$ cat src/hw/gdds_pkg.sv
package gdds_pkg;

  typedef struct packed {
    logic psel;
    logic penable;
    logic pwrite;
    logic [7:0] paddr;
    logic [31:0] pwdata;
  } gdds_apb_s;

  typedef struct packed {
    logic [7:0] a;
    logic [7:0] b;
    logic [7:0] c;
    logic [7:0] d;
  } gdds_pins_s;

  typedef struct packed {
    logic [15:0] a;
    logic [15:0] b;
    logic [15:0] c;
    logic [15:0] d;
  } gdds_drv_s;

  localparam logic [7:0] GDDS_OFS_PORT_DATA = 8'h00;
  localparam logic [7:0] GDDS_OFS_PORT_DIR = 8'h04;
  localparam logic [7:0] GDDS_PORT_STRIDE = 8'h08;
  localparam logic [7:0] GDDS_OFS_DRV0 = 8'h20;
  localparam logic [7:0] GDDS_OFS_DRV1 = 8'h24;
  localparam logic [7:0] GDDS_OFS_WAKE = 8'h28;
  localparam logic [7:0] GDDS_OFS_PULL = 8'h2c;
  localparam logic [7:0] GDDS_OFS_ANALOG = 8'h30;
  localparam logic [7:0] GDDS_OFS_ADC = 8'h34;
  localparam logic [7:0] GDDS_OFS_BITOP = 8'h38;
  localparam logic [7:0] GDDS_OFS_STAT = 8'h3c;
  localparam logic [7:0] GDDS_OFS_IRQ_EN = 8'h40;
  localparam logic [7:0] GDDS_OFS_IRQ_CLR = 8'h44;

  localparam logic [7:0] GDDS_DATA_RST = 8'hff;
  localparam logic [7:0] GDDS_DIR_RST = 8'hff;
  localparam logic [7:0] GDDS_DRV0_RST = 8'h55;
  localparam logic [7:0] GDDS_DRV1_RST = 8'h15;
  localparam logic [7:0] GDDS_DRV1_MASK = 8'h3f;
  localparam logic [7:0] GDDS_WAKE_RST = 8'h00;
  localparam logic [7:0] GDDS_PULL_RST = 8'h00;
  localparam logic [7:0] GDDS_ANALOG_RST = 8'hff;
  localparam logic GDDS_ADC_RST = 1'b0;

  localparam int GDDS_DRV_A_LO = 0;
  localparam int GDDS_DRV_A_HI = 2;
  localparam int GDDS_DRV_B_LO = 4;
  localparam int GDDS_DRV_B_HI = 6;
  localparam int GDDS_DRV_C_LO = 0;
  localparam int GDDS_DRV_C_HI = 2;
  localparam int GDDS_DRV_D = 4;
  localparam int GDDS_SPLIT = 4;
  localparam int GDDS_W_A = 8;
  localparam int GDDS_W_B = 7;
  localparam int GDDS_W_C = 7;
  localparam int GDDS_W_D = 4;

  localparam int GDDS_BITOP_SEL_LSB = 0;
  localparam int GDDS_BITOP_BIT_LSB = 4;
  localparam int GDDS_BITOP_SET_POS = 8;

  localparam int GDDS_EV_WAKE = 0;
  localparam int GDDS_EV_BITOP = 1;
  localparam int GDDS_NUM_EV = 2;

endpackage

$ cat src/hw/gdds_sync.sv
`timescale 1ns/10ps
module gdds_sync #(
  parameter int W = 8
) (
  input wire logic clk_in,
  input wire logic rst_in,
  input wire logic [W-1:0] async_in,
  output logic [W-1:0] sync_out
);
  logic [W-1:0] meta_q;
  logic [W-1:0] sync_q;

  always_ff @(posedge clk_in)
  begin
    if (rst_in)
    begin
      meta_q <= '0;
      sync_q <= '0;
    end
    else
    begin
      meta_q <= async_in;
      sync_q <= meta_q;
    end
  end

  assign sync_out = sync_q;
endmodule

$ cat src/hw/gdds_port.sv
`timescale 1ns/10ps
module gdds_port #(
  parameter int W = 8,
  parameter int SPLIT = 4
) (
  input wire logic clk_in,
  input wire logic rst_in,
  input wire logic data_we_in,
  input wire logic dir_we_in,
  input wire logic [7:0] wdata_in,
  input wire logic [7:0] pin_sync_in,
  input wire logic [1:0] drv_lo_in,
  input wire logic [1:0] drv_hi_in,
  output logic [7:0] data_rd_out,
  output logic [7:0] dir_out,
  output logic [7:0] pad_out,
  output logic [7:0] pad_oe_out,
  output logic [15:0] drive_out
);
  import gdds_pkg::*;

  localparam logic [7:0] MASK = 8'((9'h001 << W) - 9'h001);

  logic [7:0] data_q;
  logic [7:0] data_d;
  logic [7:0] dir_q;
  logic [7:0] dir_d;
  logic [7:0] oe_q;
  logic [7:0] oe_d;
  logic [15:0] drv_q;
  logic [15:0] drv_d;

  always_comb
  begin
    data_d = data_q;
    dir_d = dir_q;
    if (data_we_in)
      data_d = wdata_in & MASK;
    if (dir_we_in)
      dir_d = wdata_in & MASK;
    oe_d = ~dir_d & MASK;
    for (int i = 0; i < 8; i++)
    begin
      if (!oe_d[i])
        drv_d[2*i +: 2] = 2'h0;
      else if (i < SPLIT)
        drv_d[2*i +: 2] = drv_lo_in;
      else
        drv_d[2*i +: 2] = drv_hi_in;
    end
  end

  always_ff @(posedge clk_in)
  begin
    if (rst_in)
    begin
      data_q <= GDDS_DATA_RST & MASK;
      dir_q <= GDDS_DIR_RST & MASK;
      oe_q <= 8'h00;
      drv_q <= 16'h0000;
    end
    else
    begin
      data_q <= data_d;
      dir_q <= dir_d;
      oe_q <= oe_d;
      drv_q <= drv_d;
    end
  end

  // Output pins show the latch, input pins the synchronised level
  assign data_rd_out = ((data_q & ~dir_q) | (pin_sync_in & dir_q)) & MASK;
  assign dir_out = dir_q;
  assign pad_out = data_q;
  assign pad_oe_out = oe_q;
  assign drive_out = drv_q;
endmodule

$ cat src/hw/gdds_top.sv
// The register offsets and the APB register port were left to the implementer.
`timescale 1ns/10ps
// Overview of operation
// - Port D direction bits 3..0: 1 input, 0 output; bits 7..4 read zero.
// - Each drive field is two bits: 00 minimum up to 11 maximum level.
// - Drive selection acts only while a pin is an output.
// - First drive register bits 7..6 port B pins 6..4, bits 5..4 pins 3..0.
// - First drive register bits 3..2 port A pins 7..4, bits 1..0 pins 3..0.
// - Second drive register bits 3..2 port C 6..4, 1..0 pins 3..0.
// - Second drive register bits 5..4 drive all port D pins; 7..6 zero.
// - Reset sets all implemented port data and direction bits to one, the unimplemented ones to zero.
// - A pin turned to output unwritten drives the reset latch value, high.
// - Bit set or clear reads the whole port, changes one bit, writes back.
// - After reset converter-shared pins are analog and the converter is off.
// - An enabled analog channel removes the pin's pull-high.
// - In sleep a falling edge on a selected port A pin wakes the device.
// - One wake enable per port A pin, cleared at reset.
// - Reading an output pin returns the data latch.
module gdds_top (
  input wire logic clk_in,
  input wire logic rst_in,
  input wire gdds_pkg::gdds_apb_s apb_in,
  output logic apb_pready_out,
  output logic [31:0] apb_prdata_out,
  output logic apb_pslverr_out,
  input wire gdds_pkg::gdds_pins_s pin_in,
  output gdds_pkg::gdds_pins_s pad_out_out,
  output gdds_pkg::gdds_pins_s pad_oe_out,
  output gdds_pkg::gdds_drv_s drive_out,
  output logic [7:0] pull_en_out,
  output logic [7:0] analog_en_out,
  output logic adc_power_out,
  input wire logic sleep_in,
  output logic wake_out,
  output logic irq_out
);
  import gdds_pkg::*;

  gdds_pins_s pin_s;
  logic [3:0][7:0] data_rd;
  logic [3:0][7:0] dir_v;
  logic [3:0][7:0] pad_v;
  logic [3:0][7:0] oe_v;
  logic [3:0][15:0] drv_v;
  logic [3:0] data_we;
  logic [3:0] dir_we;
  logic [7:0] port_wdata;

  logic acc;
  logic wr;
  logic hit;
  logic [31:0] rdata;
  logic bitop;
  logic [2:0] bsel;
  logic [2:0] bpos;
  logic [7:0] bcur;
  logic [7:0] bnew;

  logic pready_q;
  logic pready_d;
  logic [31:0] prdata_q;
  logic [31:0] prdata_d;
  logic pslverr_q;
  logic pslverr_d;

  logic [7:0] drv0_q;
  logic [7:0] drv0_d;
  logic [7:0] drv1_q;
  logic [7:0] drv1_d;
  logic [7:0] wake_en_q;
  logic [7:0] wake_en_d;
  logic [7:0] pull_q;
  logic [7:0] pull_d;
  logic [7:0] analog_q;
  logic [7:0] analog_d;
  logic adc_q;
  logic adc_d;
  logic [7:0] pull_en_q;
  logic [7:0] pull_en_d;

  logic [7:0] prev_a_q;
  logic [7:0] prev_a_d;
  logic wake_q;
  logic wake_d;

  logic [GDDS_NUM_EV-1:0] ev;
  logic [GDDS_NUM_EV-1:0] clr;
  logic [GDDS_NUM_EV-1:0] stat_q;
  logic [GDDS_NUM_EV-1:0] stat_d;
  logic [GDDS_NUM_EV-1:0] irq_en_q;
  logic [GDDS_NUM_EV-1:0] irq_en_d;
  logic irq_q;
  logic irq_d;

  // Pin levels cross into the clock domain here
  gdds_sync #(
    .W(32)
  ) u_sync (
    .clk_in(clk_in),
    .rst_in(rst_in),
    .async_in(pin_in),
    .sync_out(pin_s)
  );

  gdds_port #(
    .W(GDDS_W_A),
    .SPLIT(GDDS_SPLIT)
  ) u_port_a (
    .clk_in(clk_in),
    .rst_in(rst_in),
    .data_we_in(data_we[0]),
    .dir_we_in(dir_we[0]),
    .wdata_in(port_wdata),
    .pin_sync_in(pin_s.a),
    .drv_lo_in(drv0_q[GDDS_DRV_A_LO +: 2]),
    .drv_hi_in(drv0_q[GDDS_DRV_A_HI +: 2]),
    .data_rd_out(data_rd[0]),
    .dir_out(dir_v[0]),
    .pad_out(pad_v[0]),
    .pad_oe_out(oe_v[0]),
    .drive_out(drv_v[0])
  );

  gdds_port #(
    .W(GDDS_W_B),
    .SPLIT(GDDS_SPLIT)
  ) u_port_b (
    .clk_in(clk_in),
    .rst_in(rst_in),
    .data_we_in(data_we[1]),
    .dir_we_in(dir_we[1]),
    .wdata_in(port_wdata),
    .pin_sync_in(pin_s.b),
    .drv_lo_in(drv0_q[GDDS_DRV_B_LO +: 2]),
    .drv_hi_in(drv0_q[GDDS_DRV_B_HI +: 2]),
    .data_rd_out(data_rd[1]),
    .dir_out(dir_v[1]),
    .pad_out(pad_v[1]),
    .pad_oe_out(oe_v[1]),
    .drive_out(drv_v[1])
  );

  gdds_port #(
    .W(GDDS_W_C),
    .SPLIT(GDDS_SPLIT)
  ) u_port_c (
    .clk_in(clk_in),
    .rst_in(rst_in),
    .data_we_in(data_we[2]),
    .dir_we_in(dir_we[2]),
    .wdata_in(port_wdata),
    .pin_sync_in(pin_s.c),
    .drv_lo_in(drv1_q[GDDS_DRV_C_LO +: 2]),
    .drv_hi_in(drv1_q[GDDS_DRV_C_HI +: 2]),
    .data_rd_out(data_rd[2]),
    .dir_out(dir_v[2]),
    .pad_out(pad_v[2]),
    .pad_oe_out(oe_v[2]),
    .drive_out(drv_v[2])
  );

  gdds_port #(
    .W(GDDS_W_D),
    .SPLIT(GDDS_SPLIT)
  ) u_port_d (
    .clk_in(clk_in),
    .rst_in(rst_in),
    .data_we_in(data_we[3]),
    .dir_we_in(dir_we[3]),
    .wdata_in(port_wdata),
    .pin_sync_in(pin_s.d),
    .drv_lo_in(drv1_q[GDDS_DRV_D +: 2]),
    .drv_hi_in(drv1_q[GDDS_DRV_D +: 2]),
    .data_rd_out(data_rd[3]),
    .dir_out(dir_v[3]),
    .pad_out(pad_v[3]),
    .pad_oe_out(oe_v[3]),
    .drive_out(drv_v[3])
  );

  // Bus decode and single-bit read-modify-write
  always_comb
  begin
    acc = apb_in.psel & apb_in.penable;
    wr = acc & apb_in.pwrite & pready_q;
    bsel = apb_in.pwdata[GDDS_BITOP_SEL_LSB +: 3];
    bpos = apb_in.pwdata[GDDS_BITOP_BIT_LSB +: 3];
    bcur = bsel[0] ? dir_v[bsel[2:1]] : data_rd[bsel[2:1]];
    bnew = bcur;
    bnew[bpos] = apb_in.pwdata[GDDS_BITOP_SET_POS];
    bitop = wr & (apb_in.paddr == GDDS_OFS_BITOP);
    port_wdata = bitop ? bnew : apb_in.pwdata[7:0];
    for (int p = 0; p < 4; p++)
    begin
      data_we[p] = (wr & (apb_in.paddr == GDDS_OFS_PORT_DATA
                   + 8'(p) * GDDS_PORT_STRIDE))
                   | (bitop & (bsel == {2'(p), 1'b0}));
      dir_we[p] = (wr & (apb_in.paddr == GDDS_OFS_PORT_DIR
                  + 8'(p) * GDDS_PORT_STRIDE))
                  | (bitop & (bsel == {2'(p), 1'b1}));
    end
  end

  // Read multiplexer
  always_comb
  begin
    rdata = 32'h0000_0000;
    hit = 1'b1;
    case (apb_in.paddr)
      GDDS_OFS_DRV0: rdata[7:0] = drv0_q;
      GDDS_OFS_DRV1: rdata[7:0] = drv1_q & GDDS_DRV1_MASK;
      GDDS_OFS_WAKE: rdata[7:0] = wake_en_q;
      GDDS_OFS_PULL: rdata[7:0] = pull_q;
      GDDS_OFS_ANALOG: rdata[7:0] = analog_q;
      GDDS_OFS_ADC: rdata[0] = adc_q;
      GDDS_OFS_BITOP: rdata = 32'h0000_0000;
      GDDS_OFS_STAT: rdata[GDDS_NUM_EV-1:0] = stat_q;
      GDDS_OFS_IRQ_EN: rdata[GDDS_NUM_EV-1:0] = irq_en_q;
      GDDS_OFS_IRQ_CLR: rdata = 32'h0000_0000;
      default: hit = 1'b0;
    endcase
    for (int p = 0; p < 4; p++)
    begin
      if (apb_in.paddr == GDDS_OFS_PORT_DATA + 8'(p) * GDDS_PORT_STRIDE)
      begin
        rdata[7:0] = data_rd[p];
        hit = 1'b1;
      end
      if (apb_in.paddr == GDDS_OFS_PORT_DIR + 8'(p) * GDDS_PORT_STRIDE)
      begin
        rdata[7:0] = dir_v[p];
        hit = 1'b1;
      end
    end
  end

  // Bus answer one cycle into the access phase
  always_comb
  begin
    pready_d = acc & ~pready_q;
    prdata_d = pready_d ? rdata : prdata_q;
    pslverr_d = pready_d & ~hit;
  end

  always_ff @(posedge clk_in)
  begin
    if (rst_in)
    begin
      pready_q <= 1'b0;
      prdata_q <= 32'h0000_0000;
      pslverr_q <= 1'b0;
    end
    else
    begin
      pready_q <= pready_d;
      prdata_q <= prdata_d;
      pslverr_q <= pslverr_d;
    end
  end

  // Configuration registers
  always_comb
  begin
    drv0_d = drv0_q;
    drv1_d = drv1_q;
    wake_en_d = wake_en_q;
    pull_d = pull_q;
    analog_d = analog_q;
    adc_d = adc_q;
    irq_en_d = irq_en_q;
    clr = '0;
    if (wr)
    begin
      unique case (apb_in.paddr)
        GDDS_OFS_DRV0: drv0_d = apb_in.pwdata[7:0];
        GDDS_OFS_DRV1: drv1_d = apb_in.pwdata[7:0] & GDDS_DRV1_MASK;
        GDDS_OFS_WAKE: wake_en_d = apb_in.pwdata[7:0];
        GDDS_OFS_PULL: pull_d = apb_in.pwdata[7:0];
        GDDS_OFS_ANALOG: analog_d = apb_in.pwdata[7:0];
        GDDS_OFS_ADC: adc_d = apb_in.pwdata[0];
        GDDS_OFS_IRQ_EN: irq_en_d = apb_in.pwdata[GDDS_NUM_EV-1:0];
        GDDS_OFS_IRQ_CLR: clr = apb_in.pwdata[GDDS_NUM_EV-1:0];
        default: clr = '0;
      endcase
    end
    // Pull-high only on port A inputs with no analog channel
    pull_en_d = pull_q & dir_v[0] & ~analog_q;
  end

  always_ff @(posedge clk_in)
  begin
    if (rst_in)
    begin
      drv0_q <= GDDS_DRV0_RST;
      drv1_q <= GDDS_DRV1_RST;
      wake_en_q <= GDDS_WAKE_RST;
      pull_q <= GDDS_PULL_RST;
      analog_q <= GDDS_ANALOG_RST;
      adc_q <= GDDS_ADC_RST;
      irq_en_q <= '0;
      pull_en_q <= 8'h00;
    end
    else
    begin
      drv0_q <= drv0_d;
      drv1_q <= drv1_d;
      wake_en_q <= wake_en_d;
      pull_q <= pull_d;
      analog_q <= analog_d;
      adc_q <= adc_d;
      irq_en_q <= irq_en_d;
      pull_en_q <= pull_en_d;
    end
  end

  // Falling edge wake-up on port A
  always_comb
  begin
    prev_a_d = pin_s.a;
    wake_d = sleep_in & (|(prev_a_q & ~pin_s.a & wake_en_q));
  end

  always_ff @(posedge clk_in)
  begin
    if (rst_in)
    begin
      prev_a_q <= 8'h00;
      wake_q <= 1'b0;
    end
    else
    begin
      prev_a_q <= prev_a_d;
      wake_q <= wake_d;
    end
  end

  // Sticky status, a new event wins over a clear
  always_comb
  begin
    ev = '0;
    ev[GDDS_EV_WAKE] = wake_d;
    ev[GDDS_EV_BITOP] = bitop;
    stat_d = (stat_q & ~clr) | ev;
    irq_d = |(stat_d & irq_en_d);
  end

  always_ff @(posedge clk_in)
  begin
    if (rst_in)
    begin
      stat_q <= '0;
      irq_q <= 1'b0;
    end
    else
    begin
      stat_q <= stat_d;
      irq_q <= irq_d;
    end
  end

  assign apb_pready_out = pready_q;
  assign apb_prdata_out = prdata_q;
  assign apb_pslverr_out = pslverr_q;
  assign pad_out_out = {pad_v[0], pad_v[1], pad_v[2], pad_v[3]};
  assign pad_oe_out = {oe_v[0], oe_v[1], oe_v[2], oe_v[3]};
  assign drive_out = {drv_v[0], drv_v[1], drv_v[2], drv_v[3]};
  assign pull_en_out = pull_en_q;
  assign analog_en_out = analog_q;
  assign adc_power_out = adc_q;
  assign wake_out = wake_q;
  assign irq_out = irq_q;
endmodule

$ cat config.mk
export PLATFORM = sky130hd
export DESIGN_NAME = gdds_top
export DESIGN_NICKNAME = d
export VERILOG_FILES = /design/src/hw/gdds_pkg.sv /design/src/hw/gdds_sync.sv /design/src/hw/gdds_port.sv /design/src/hw/gdds_top.sv
export SDC_FILE = /design/constraint.sdc
export NUM_CORES = 1
export LEC_CHECK = 0
export BUFFER_PORTS_ARGS = -buffer_cell sky130_fd_sc_hd__buf_4
export CAP_MARGIN = 20
export CORE_MARGIN = 2
export CORE_UTILIZATION = 55
export CTS_BUF_LIST = sky130_fd_sc_hd__clkbuf_16
export CTS_CLUSTER_SIZE = 14
export DETAILED_ROUTE_END_ITERATION = 8
export GPL_TIMING_DRIVEN = 1
export PLACE_DENSITY_LB_ADDON = 0.05
export SLEW_MARGIN = 20
export SYNTH_ARGS = -nofsm -noshare
export SYNTH_HDL_FRONTEND = slang
export SYNTH_SLANG_ARGS = --single-unit
$ cat constraint.sdc
create_clock -name clk_in -period 2.85 [get_ports clk_in]
set_input_delay 0 -clock clk_in [delete_from_list [all_inputs] [get_ports clk_in]]
set_output_delay 0 -clock clk_in [all_outputs]
set_load 0.01 [all_outputs]
==> metrics.cfg <==
[setup_path]
worst_setup_path_start_kind=input pin
worst_ep_required_time_ps=3260
cp_data_arrival_time_ps=2820
timing.critical_path.to_type=flip-flop
worstSetupPathType=input pin to flip-flop
crit_path_top_delay_cell=nor2_1
reg2reg_from=u_port_a.dir_out[3]
worst_path_most_repeated_cell=buf_4
number_of_buffers_and_inverters_on_the_critical_path=3
cp_cell_sequence=dlygate4sd3_1, buf_4, and4bb_1, buf_4, a32oi_1, nor2_1, mux2_2, nand2b_1
crit_path_max_fanout=14
setup.worst_path.start=apb_in[38]
critical-path-max-stage-delay_ps=550
critPathTopFamily=simple AND/OR/NAND/NOR gates

[place]
detailed_place.area_um2=12710
port-buffer-count=181
place_inst=1620
place_congestion=0.9884
detailed_place_hpwl_mm=29.35
dpl_worst_slack_ps=468.1

[hold_path]
path_category_of_the_worst_min_delay_check=input pin to flip-flop
hold_path.startpoint=apb_in[39]

[floorplanning]
io_pins=259
die_h_um=146.2
design.core.area_um2=20040
dieArea_um2=21380
die-width_um=146.2
placement_rows=52
floorplan.initialDensity=0.5552

[pwr]
static-leakage-power_nw=5.962
power-per-cell-area_nw_per_um2=524.0
report.power.total_mw=7.262
vdd_drop_max_mv=0.5332

[clock_tree]
tritoncts.num_buffers=25
cts-root-buf=clkbuf_16
clkLatencyLatePin_ps=550
clk_pin_slew_ps=70
clk_path_buf_depth=3
clock_tree.htree_level_count=1
clock-sinks=253
cts_tree=yes

[timing]
drv_slew=0
unrepaired_setup_endpoints_after_global_routing=no
worst-slew-pin-transition_ps=857.7
min_period_over_period=0.8449
postLayoutSetupSlackWorst_ps=442.2
fin_skew_ps=15.90
setup_tns_ps=0
timing.max_slew.rel_slack=0.4270
final.min_clock_period_ps=2408
fin_hold_ws_ps=40.80
timing.final.setup_violations=0
fmaxAchievable_mhz=415.3
timing.final.hold_violations=0

[detailed_routing]
vias=10391
vias_per_cell=6.102
wl_mm=40.32
wire_per_inst_um=23.68
postRouteAntennaNets=0
remaining_drc_errors=0
violation_count_after_the_first_detailed_route_iteration=1105
drt_pass1_iterations=5

[final_layout]
post_route_cells_drive_above_1_share=0.2268
post_layout_nonfiller_instances=1703
final_cell_area_um2=13860
layout.cells.most_common=dfxtp_1
final_net_count=1495
area.growth.synth_to_final_pct=24.57
antenna-diode-count=0
final_core_util=0.6916
layout_common_cells=dfxtp_1 (253), buf_4 (235), nand2_1 (92)

[global_route]
gr-total-overflow=0
first_global_vias=9807
gr-usage-all-layers=0.3664
grt_first_pass_wirelength_mm=60.17
gr-usage-met1=0.4948
grt_max_degree=69
global_route.peak_usage_layer=met2
grt_util_met3=0.07438
use_met2=0.5672
number_of_antenna_violations_at_the_first_check_in_global_routing=0

[logic_synthesis]
synth.lib_cells_used.distinct=82
syn_area_um2=11130
post_synth_edffs=0
synth_seq_area_share=0.4552
yosys_warnings=0
netlist_instances=1199
share_of_flip_flops_with_an_asynchronous_set_or_reset=0
flip_flop_and_latch_count_after_synthesis=253
syn_area_per_cell_um2=9.279
dominantRegCellSynth=dfxtp_1

[run]
timing.max_cap.violations=0

[run_status]
status=complete, no violations

[metal layers]
metal / wire (µm) / vias up
li1: - / 4679
met1: 16220 / 4935
met2: 17860 / 667
met3: 4138 / 110
met4: 2101 / 0
met5: 0 / -
[cells in the mapped netlist (10+ instances only)]
master	count	area, µm²
a211oi_1	23	172.7
a21o_1	28	210.2
a21oi_1	61	305.3
a22oi_1	15	112.6
and2_1	11	68.82
buf_1	12	45.04
buf_2	10	50.05
buf_4	49	367.9
clkbuf_1	59	221.5
dfxtp_1	253	5065
inv_1	12	45.04
mux2_2	25	281.5
mux2i_1	44	440.4
nand2_1	92	345.3
nand2b_1	12	75.07
nand3_1	22	110.1
nor2_1	65	244.0
nor2b_1	81	506.7
nor3_1	44	220.2
nor3b_1	14	105.1
o211ai_1	20	150.1
o21a_1	12	90.09
o21ai_0	55	275.3
or3_1	22	137.6
[cell families after synthesis]
| group | count (synthesis) | synth area share |
|---|---|---|
| flops | 253 | 0.4552 |
| simple gates | 414 | 0.2047 |
| other cells | 1 | 0.0003371 |
| buf+inv | 143 | 0.06658 |
| mux | 76 | 0.07906 |
| compound gates | 312 | 0.1941 |
[final timing paths]
check / endpoint / slack (ps) / cells after the start
setup / recovery: u_port_a.dir_out[7] / 440 / 8
hold / removal: apb_pslverr_out / 40 / 3
setup reg to reg: u_port_b.drive_out[6] / 510 / 5
hold reg to reg: u_sync.sync_out[14] / 440 / 1
[where the power goes]
part	internal (mW)	switching, mW	leakage, nW
combinational	0.209	0.351	3.54
clock	1.69	1.41	0.367
sequential	3.58	0.0234	2.05
[cell type report]
cell class                      instances  area (µm²)
Sequential cell                       253        5065
Multi-Input combinational cell        850        5497
Clock buffer                           25       625.6
Inverter                               12       45.04
Tap cell                              270       337.8
Timing Repair Buffer                  275        2165
Clock inverter                         18       125.1
Fill cell                            1539        6180
[sequential cells by signal (all words and copies together), names as in the netlist, 14 cells and up]
signal,cells
u_port_b.drive_out,14
u_sync.sync_out,26
u_sync.meta_q,26
u_port_a.drive_out,16
u_port_c.drive_out,14
[tightest hold or removal path, delay by kind of cell]
family,cells,cell delay [ps]
compound gates,1,240
buf+inv,1,170
simple gates,1,120
[repair_timing]
| action | CTS | global route |
|---|---|---|
| hold endpoints to repair | 78 | 0 |
| gates resized for setup | 0 | 0 |
| setup buffers | 0 | 0 |
| hold buffers | 40 | 0 |
No activity file was read; power rests on OpenSTA's default activity.
